$ cat src/inc/dsr_pkg.sv
// constants and types shared by both ends of the 8:1 ddr serial link
// assumes one system clock per end; link timing is counted in its cycles
package dsr_pkg;

   // lane geometry
   localparam int DSR_LANES             = 4;
   localparam int DSR_LANE_BITS         = 8;
   localparam int DSR_WORD_BITS         = DSR_LANES * DSR_LANE_BITS;

   // one word period is eight half-periods of the fast bit clock
   localparam int DSR_HALF_PER_WORD     = 8;
   localparam int DSR_FAST_PER_WORD     = 4;
   localparam int DSR_FRAME_HIGH_HALVES = 4;

   typedef logic [2:0] dsr_phase_t;
   typedef logic [1:0] dsr_pair_idx_t;

   // half-period index at which the next word is captured
   localparam dsr_phase_t DSR_PH_LOAD      = 3'h6;
   localparam dsr_phase_t DSR_PH_RESET     = 3'h7;
   localparam dsr_phase_t DSR_PH_STEP      = 3'h1;
   localparam dsr_phase_t DSR_PH_HIGH_END  = 3'h4;
   localparam dsr_phase_t DSR_BIT_LAST     = 3'h7;
   localparam dsr_phase_t DSR_BIT_AFTER0   = 3'h1;
   localparam dsr_phase_t DSR_BIT_FIRST    = 3'h0;

   // system clock cycles per half-period of the fast bit clock
   localparam int DSR_HALF_DIV          = 4;
   // receiver: cycles strictly between the one that sees a clock edge and the data sample point;
   // at most DSR_HALF_DIV - 2, or the sample lands on the next bit
   localparam int DSR_SAMPLE_DLY        = 1;

   typedef enum logic {
      DSR_HUNT,
      DSR_RUN
   } dsr_rx_state_t;

endpackage : dsr_pkg

$ cat src/inc/dsr_link_if.sv
// link wires between the serializer and the deserializer ends
// each differential pair is carried as its true side only
`timescale 1ns/100ps
interface dsr_link_if #(
   parameter int NUM_LANES = dsr_pkg::DSR_LANES
);
   logic [NUM_LANES-1:0] lane;
   logic                 fwd_clk;
   logic                 frame;

   modport tx (
      output lane,
      output fwd_clk,
      output frame
   );

   modport rx (
      input  lane,
      input  fwd_clk,
      input  frame
   );
endinterface : dsr_link_if

$ cat src/rtl/dsr_quad_lane_deserializer.sv
// receive end: samples the forwarded clock, frame and lanes on its own clock
// assumes link half-period spans several i_clk cycles; lsb of each byte first
`timescale 1ns/100ps
module dsr_quad_lane_deserializer
   import dsr_pkg::*;
#(
   parameter int   NUM_LANES  = dsr_pkg::DSR_LANES,
   parameter int   SAMPLE_DLY = dsr_pkg::DSR_SAMPLE_DLY,
   parameter logic MSB_FIRST  = 1'b0,
   parameter logic USE_FRAME  = 1'b1
)(
   input  wire logic                                       i_clk,
   input  wire logic                                       i_rst_n,
   dsr_link_if.rx                                          link,
   output logic [NUM_LANES*dsr_pkg::DSR_LANE_BITS-1:0]     o_word,
   output logic                                            o_word_valid,
   output logic                                            o_locked
);
   import dsr_pkg::*;

   localparam int VEC_W  = NUM_LANES + 2;
   localparam int WORD_W = NUM_LANES * DSR_LANE_BITS;
   localparam int DLY_W  = $clog2(SAMPLE_DLY + 2);
   localparam logic [DLY_W-1:0] DLY_LOAD = DLY_W'(SAMPLE_DLY);
   localparam logic [DLY_W-1:0] DLY_ZERO = '0;
   localparam int CLK_POS = 0;
   localparam int FRM_POS = NUM_LANES + 1;

   ////////////////////////////////////////////////////////////////////////////
   // pin synchronisers

   logic [VEC_W-1:0]  s1_reg;
   logic [VEC_W-1:0]  s2_reg;
   logic              clk_d_reg;
   wire logic [VEC_W-1:0] pins;

   assign pins = {link.frame, link.lane, link.fwd_clk};

   always_ff @(posedge i_clk or negedge i_rst_n)
   begin
      if (!i_rst_n)
      begin
         s1_reg    <= '0;
         s2_reg    <= '0;
         clk_d_reg <= 1'b0;
      end
      else
      begin
         s1_reg    <= pins;
         s2_reg    <= s1_reg;
         clk_d_reg <= s2_reg[CLK_POS];
      end
   end

   ////////////////////////////////////////////////////////////////////////////
   // edge find and delayed sample point

   logic [DLY_W-1:0]  dly_reg;
   logic              armed_reg;
   wire logic         clk_edge;
   wire logic         sample;

   // both clock edges carry a bit; the delay moves the sample off the edge
   assign clk_edge = s2_reg[CLK_POS] ^ clk_d_reg;
   assign sample   = armed_reg && (dly_reg == DLY_ZERO);

   always_ff @(posedge i_clk or negedge i_rst_n)
   begin
      if (!i_rst_n)
      begin
         dly_reg   <= DLY_ZERO;
         armed_reg <= 1'b0;
      end
      else if (clk_edge)
      begin
         dly_reg   <= DLY_LOAD;
         armed_reg <= 1'b1;
      end
      else if (sample)
      begin
         armed_reg <= 1'b0;
      end
      else if (armed_reg)
      begin
         dly_reg <= DLY_W'(dly_reg - 1'b1);
      end
   end

   ////////////////////////////////////////////////////////////////////////////
   // framing and assembly

   dsr_rx_state_t     state_reg;
   dsr_rx_state_t     state_next;
   dsr_phase_t        bit_reg;
   dsr_phase_t        bit_next;
   logic              frame_d_reg;
   logic [WORD_W-1:0] shift_reg;
   logic [WORD_W-1:0] word_reg;
   logic              valid_reg;
   wire logic         frame_bit;
   wire logic         frame_start;
   wire logic         word_done;
   wire logic [WORD_W-1:0] assembled;
   wire logic [WORD_W-1:0] reversed;

   assign frame_bit   = s2_reg[FRM_POS];
   // frame rise marks bit 0 of every lane
   assign frame_start = USE_FRAME && frame_bit && !frame_d_reg; // RULE5 RULE13

   always_comb
   begin
      state_next = state_reg;
      bit_next   = bit_reg;
      case (state_reg)
         DSR_HUNT:
         begin
            if (!USE_FRAME || frame_start)
            begin
               state_next = DSR_RUN;
               // this sample is already bit 0, framed or not
               bit_next   = DSR_BIT_AFTER0;
            end
         end
         DSR_RUN:
         begin
            bit_next = frame_start ? DSR_BIT_AFTER0 : dsr_phase_t'(bit_reg + DSR_PH_STEP);
         end
         default:
         begin
            state_next = DSR_HUNT;
         end
      endcase
   end

   assign word_done = (state_reg == DSR_RUN) && (bit_reg == DSR_BIT_LAST) && !frame_start;

   genvar g_lane;
   genvar g_bit;
   generate
      for (g_lane = 0; g_lane < NUM_LANES; g_lane++)
      begin : g_lanes
         // new bit enters at the top so the first bit ends at bit 0
         assign assembled[g_lane*DSR_LANE_BITS +: DSR_LANE_BITS] =
            {s2_reg[g_lane+1], shift_reg[g_lane*DSR_LANE_BITS+1 +: DSR_LANE_BITS-1]}; // RULE12
      end
      for (g_bit = 0; g_bit < WORD_W; g_bit++)
      begin : g_rev
         assign reversed[g_bit] = assembled[WORD_W-1-g_bit]; // RULE8
      end
   endgenerate

   always_ff @(posedge i_clk or negedge i_rst_n)
   begin
      if (!i_rst_n)
      begin
         state_reg   <= DSR_HUNT;
         bit_reg     <= DSR_BIT_FIRST;
         frame_d_reg <= 1'b0;
         shift_reg   <= '0;
         word_reg    <= '0;
         valid_reg   <= 1'b0;
      end
      else
      begin
         valid_reg <= sample && word_done;
         if (sample)
         begin
            state_reg   <= state_next;
            bit_reg     <= bit_next;
            frame_d_reg <= frame_bit;
            shift_reg   <= assembled;
            if (word_done)
            begin
               word_reg <= MSB_FIRST ? reversed : assembled; // RULE8
            end
         end
      end
   end

   assign o_word       = word_reg;
   assign o_word_valid = valid_reg;
   assign o_locked     = (state_reg == DSR_RUN);

endmodule : dsr_quad_lane_deserializer

$ cat src/flat_wrapper.sv
// flat-port wrapper written by rule: the top's interface ports become plain ports
module dsr_quad_lane_deserializer_flat import dsr_pkg::*;
#(
   parameter int   NUM_LANES  = dsr_pkg::DSR_LANES,
   parameter int   SAMPLE_DLY = dsr_pkg::DSR_SAMPLE_DLY,
   parameter logic MSB_FIRST  = 1'b0,
   parameter logic USE_FRAME  = 1'b1
)
  (i_clk, i_rst_n, o_word, o_word_valid, o_locked, link_lane, link_fwd_clk, link_frame);
  dsr_link_if #(.NUM_LANES(NUM_LANES)) link_i ();
  input  wire logic i_clk;
  input  wire logic i_rst_n;
  output logic [NUM_LANES*dsr_pkg::DSR_LANE_BITS-1:0] o_word;
  output logic o_word_valid;
  output logic o_locked;
  input wire logic [$bits(link_i.lane)-1:0] link_lane;
  input wire logic [$bits(link_i.fwd_clk)-1:0] link_fwd_clk;
  input wire logic [$bits(link_i.frame)-1:0] link_frame;
  assign link_i.lane = link_lane;
  assign link_i.fwd_clk = link_fwd_clk;
  assign link_i.frame = link_frame;
  dsr_quad_lane_deserializer #(.NUM_LANES(NUM_LANES), .SAMPLE_DLY(SAMPLE_DLY), .MSB_FIRST(MSB_FIRST), .USE_FRAME(USE_FRAME)) u_core (.i_clk(i_clk), .i_rst_n(i_rst_n), .link(link_i), .o_word(o_word), .o_word_valid(o_word_valid), .o_locked(o_locked));
endmodule
$ cat config.mk
export PLATFORM = sky130hd
export DESIGN_NAME = dsr_quad_lane_deserializer_flat
export DESIGN_NICKNAME = d
export VERILOG_FILES = /design/src/inc/dsr_pkg.sv /design/src/inc/dsr_link_if.sv /design/src/rtl/dsr_quad_lane_deserializer.sv /design/src/flat_wrapper.sv
export SDC_FILE = /design/constraint.sdc
export NUM_CORES = 1
export LEC_CHECK = 0
export ABC_AREA = 1
export CORE_ASPECT_RATIO = 0.5
export CORE_UTILIZATION = 55
export DETAILED_ROUTE_END_ITERATION = 10
export DONT_BUFFER_PORTS = 1
export PLACE_DENSITY_LB_ADDON = 0.25
export REMOVE_ABC_BUFFERS = 1
export SETUP_SLACK_MARGIN = 0.02
export SYNTH_ARGS = -nofsm -noshare
export SYNTH_HDL_FRONTEND = slang
export SYNTH_SLANG_ARGS = --single-unit
$ cat constraint.sdc
create_clock -name i_clk -period 3.6 [get_ports i_clk]
set_input_delay 0.54 -clock i_clk [delete_from_list [all_inputs] [get_ports i_clk]]
set_output_delay 0.54 -clock i_clk [all_outputs]
set_load 0.01 [all_outputs]
==> summary.txt <==
Synthesis
  – Most common cell in the netlist: nand2_1
  – Synth cell count leaders: 120 x nand2_1, 82 x dfrtp_1, 32 x nand4_1, 23 x o21ai_0, 19 x inv_1
  – Async SR Flop Fraction: 100.0%
  – Post-synth top area share: 65.39%
  – Synth warn: 0
  – Yosys top cell by area: dfrtp_1
  – Synth Cell Area: 3138 µm²
  – Avg Cell Area, Syn: 9.994 µm²
  – Syn Inst Count: 314
  – #FFs+latches synth: 82
  – Top FF cell, synth: dfrtp_1
  – Cell variety after synth: 18
  – Sequential element share of the synthesized area: 65.39%
  – Synth area leaders: dfrtp_1 65%, nand2_1 14%, nand4_1 6.4%
  – Post-synth EDFFs: 0

Route
  – Remaining DRCs: 0
  – Drt pass-1 iters: 4
  – Post-DRT Antenna Nets: 0
  – Vias per cell: 5.264
  – Drt total wl: 5309 µm
  – Routed WL per cell: 13.75 µm
  – Vias after detailed routing: 2,032
  – DRT iter0 DRCs: 81

Floorplanning
  – Starting density of the core: 57.14%
  – Num ports: 42
  – Row count: 19
  – Die Area: 6030 µm²
  – Core Box Area: 5492 µm²
  – Die H: 55.41 µm
  – Die width: 108.8 µm

STA
  – Tmin final: 2388 ps
  – Final Hold Slack: 82.48 ps
  – Fin crit share: 66.34%
  – TNS Setup: 0 ps
  – Relative slew slack: 60.19%
  – Final hold vios: 0
  – Count of final setup violators: 0
  – Clock Skew: 8.116 ps
  – Unrepaired setup endpoints after global routing: no
  – Fmax: 0.4187 GHz
  – Final Worst Setup Slack: 1212 ps
  – Worst-margin pin slew: 596.3 ps
  – Max-slew violations: 0

Layout
  – Area of the multi-input gates: 899.6 µm²
  – Finished layout cell area: 3481 µm²
  – Area Overhead vs Synth: 10.93%
  – Share of layout cells above drive strength 1: 7.029%
  – Fill count: 436
  – Register Area: 2052 µm²
  – Max reg flops: 32
  – Diode count: 0
  – Nets: 319

Place
  – Placed Area: 3124 µm²
  – RD Place Congestion: 0.7121
  – Worst slack at placement: 1251 ps
  – Post-DP HPWL: 3060 µm
  – Buffers on Ports: 0

Setup path
  – CP Launch Point: u_core.dly_reg[0]$_DFFE_PN0P_
  – Worst Path Max Fanout: 64
  – Setup CP Type: register to register
  – FF-to-FF Start: u_core.dly_reg[0]$_DFFE_PN0P_
  – CP Data Required Time: 3820 ps
  – CP endpoint kind: register
  – Crit start category: register
  – CP dominant cell by count: nand2_1
  – Slowest stage cell, crit path: inv_4
  – WP data arrival: 2610 ps
  – CP Cell Sequence: inv_1, ha_1, nand2_2, inv_4, nand3_4, nand2_1, nand2_1
  – CP max stage delay: 570 ps

Clock tree
  – CTS root buf: clkbuf_16
  – Insertion delay to the later sink of the worst-skew pair: 340 ps
  – Clk pin slew, worst setup/hold paths: 60 ps
  – Cts hold-fix bufs: 1
  – H-tree depth: 3
  – Clk sinks: 82
  – Num CTS Buffers: 9
  – CTS tree: done
  – Clk buf depth: 2
  – # resized after CTS: 0
  – Setup bufs post-CTS: 0

Global route
  – GRT Total Usage: 20.63%
  – Grt total ovfl: 0
  – Vias in the first global route: 2,073
  – First-pass GRT wire length: 9273 µm
  – Largest net degree at the start of global routing: 83
  – Initial antenna violation count: 0

Power
  – Sw power: 0.0008235 W
  – Power density cells: 770.0 nW/µm²
  – Int Pwr: 0.001857 W
  – Clock network fraction of total power: 36.7%
  – P_leak: 1.796 nW
  – Net Sw Frac: 30.73%
  – Gate power share: 17.4%
  – IR drop worst, VDD: 434.1 µV
  – Seq pwr share: 45.9%

Job
  – Max Cap Viol: 0

Hold path
  – Hold WC Path Type: primary input to async pin

Outcome
  – Status: finished clean
-- layout by cell type (no fill, tap or decap), types with 2 or more instances in the layout --
| master | synthesis | final |
|---|---|---|
| o21ai_0 | 23 | 23 |
| nor2_1 | 4 | 4 |
| clkbuf_16 | 0 | 9 |
| nand4_1 | 32 | 32 |
| inv_1 | 19 | 19 |
| nand3_1 | 6 | 6 |
| bufinv_16 | 0 | 2 |
| nand2_1 | 120 | 120 |
| clkinvlp_4 | 0 | 4 |
| ha_1 | 3 | 3 |
| dfrtp_1 | 82 | 82 |
-- stage by stage --
step                      power [W]  util [%]  cells
after detailed placement   0.001692     56.89    369
after floorplan            0.001568         -    296
after CTS                  0.002702     63.39    386
after global routing       0.002854     63.39    386
after global placement     0.001656     56.89    369
final                      0.002680     63.39    386
-- power by group through the flow --
stage	sequential (W)	clock, W	combinational (W)
floorplan	0.00121	0	0.000355
detailed placement	0.00125	0	0.000446
finish	0.00123	0.000984	0.000466
global placement	0.00123	0	0.000423
global route	0.00126	0.00104	0.000557
CTS	0.00123	0.00100	0.000470
-- per-layer routing --
metal / GRT usage [%] / part of all wire (%) / vias to the layer above
li1: - / - / 1003
met5: 0 / 0 / -
met1: 26.16 / 47 / 972
met2: 30.29 / 45 / 49
met3: 11.10 / 7.3 / 8
met4: 6.950 / 1.0 / 0
-- logic make-up (layout without fill, tap and decap cells) --
group,count (synthesis),in the layout,synth area share [%]
AO/OA/AOI/OAI,23,23,3.668
adder cells (fa/ha/maj),3,3,1.196
XOR/XNOR,1,1,0.2792
flip-flops,82,82,65.39
buffers and inverters,39,38,5.941
AND/OR/NAND/NOR,166,166,23.52
-- critical path: cells and delay by family (launching register included) --
kind | cells | cell delay, ps
AND/OR/NAND/NOR | 4 | 1030
flip-flops | 1 | 390
adder cells (fa/ha/maj) | 1 | 180
buffers and inverters | 2 | 660
-- layout make-up --
class	count	share of cell area (%)
Timing Repair Buffer	1	0.7908
Multi-Input combinational cell	193	25.84
Tap cell	73	2.624
Clock inverter	6	2.588
Clock buffer	10	6.866
Inverter	21	2.336
Sequential cell	82	58.95
-- path summary, 6_finish.rpt --
path,depth (start not counted),slack (ps),endpoint
hold reg to reg,0,350,u_core.s2_reg[1]$_DFF_PN0_
hold / removal,1,80,u_core.bit_reg[2]$_DFFE_PN0P_
max in group asynchronous,1,3190,u_core.s1_reg[3]$_DFF_PN0_
setup reg to reg,7,1210,u_core.o_word[27]$_DFFE_PN0P_
setup / recovery,7,1210,u_core.o_word[27]$_DFFE_PN0P_
min in group i_clk,0,230,u_core.s1_reg[2]$_DFF_PN0_
Note: power is estimated with default switching activity, not from simulation.
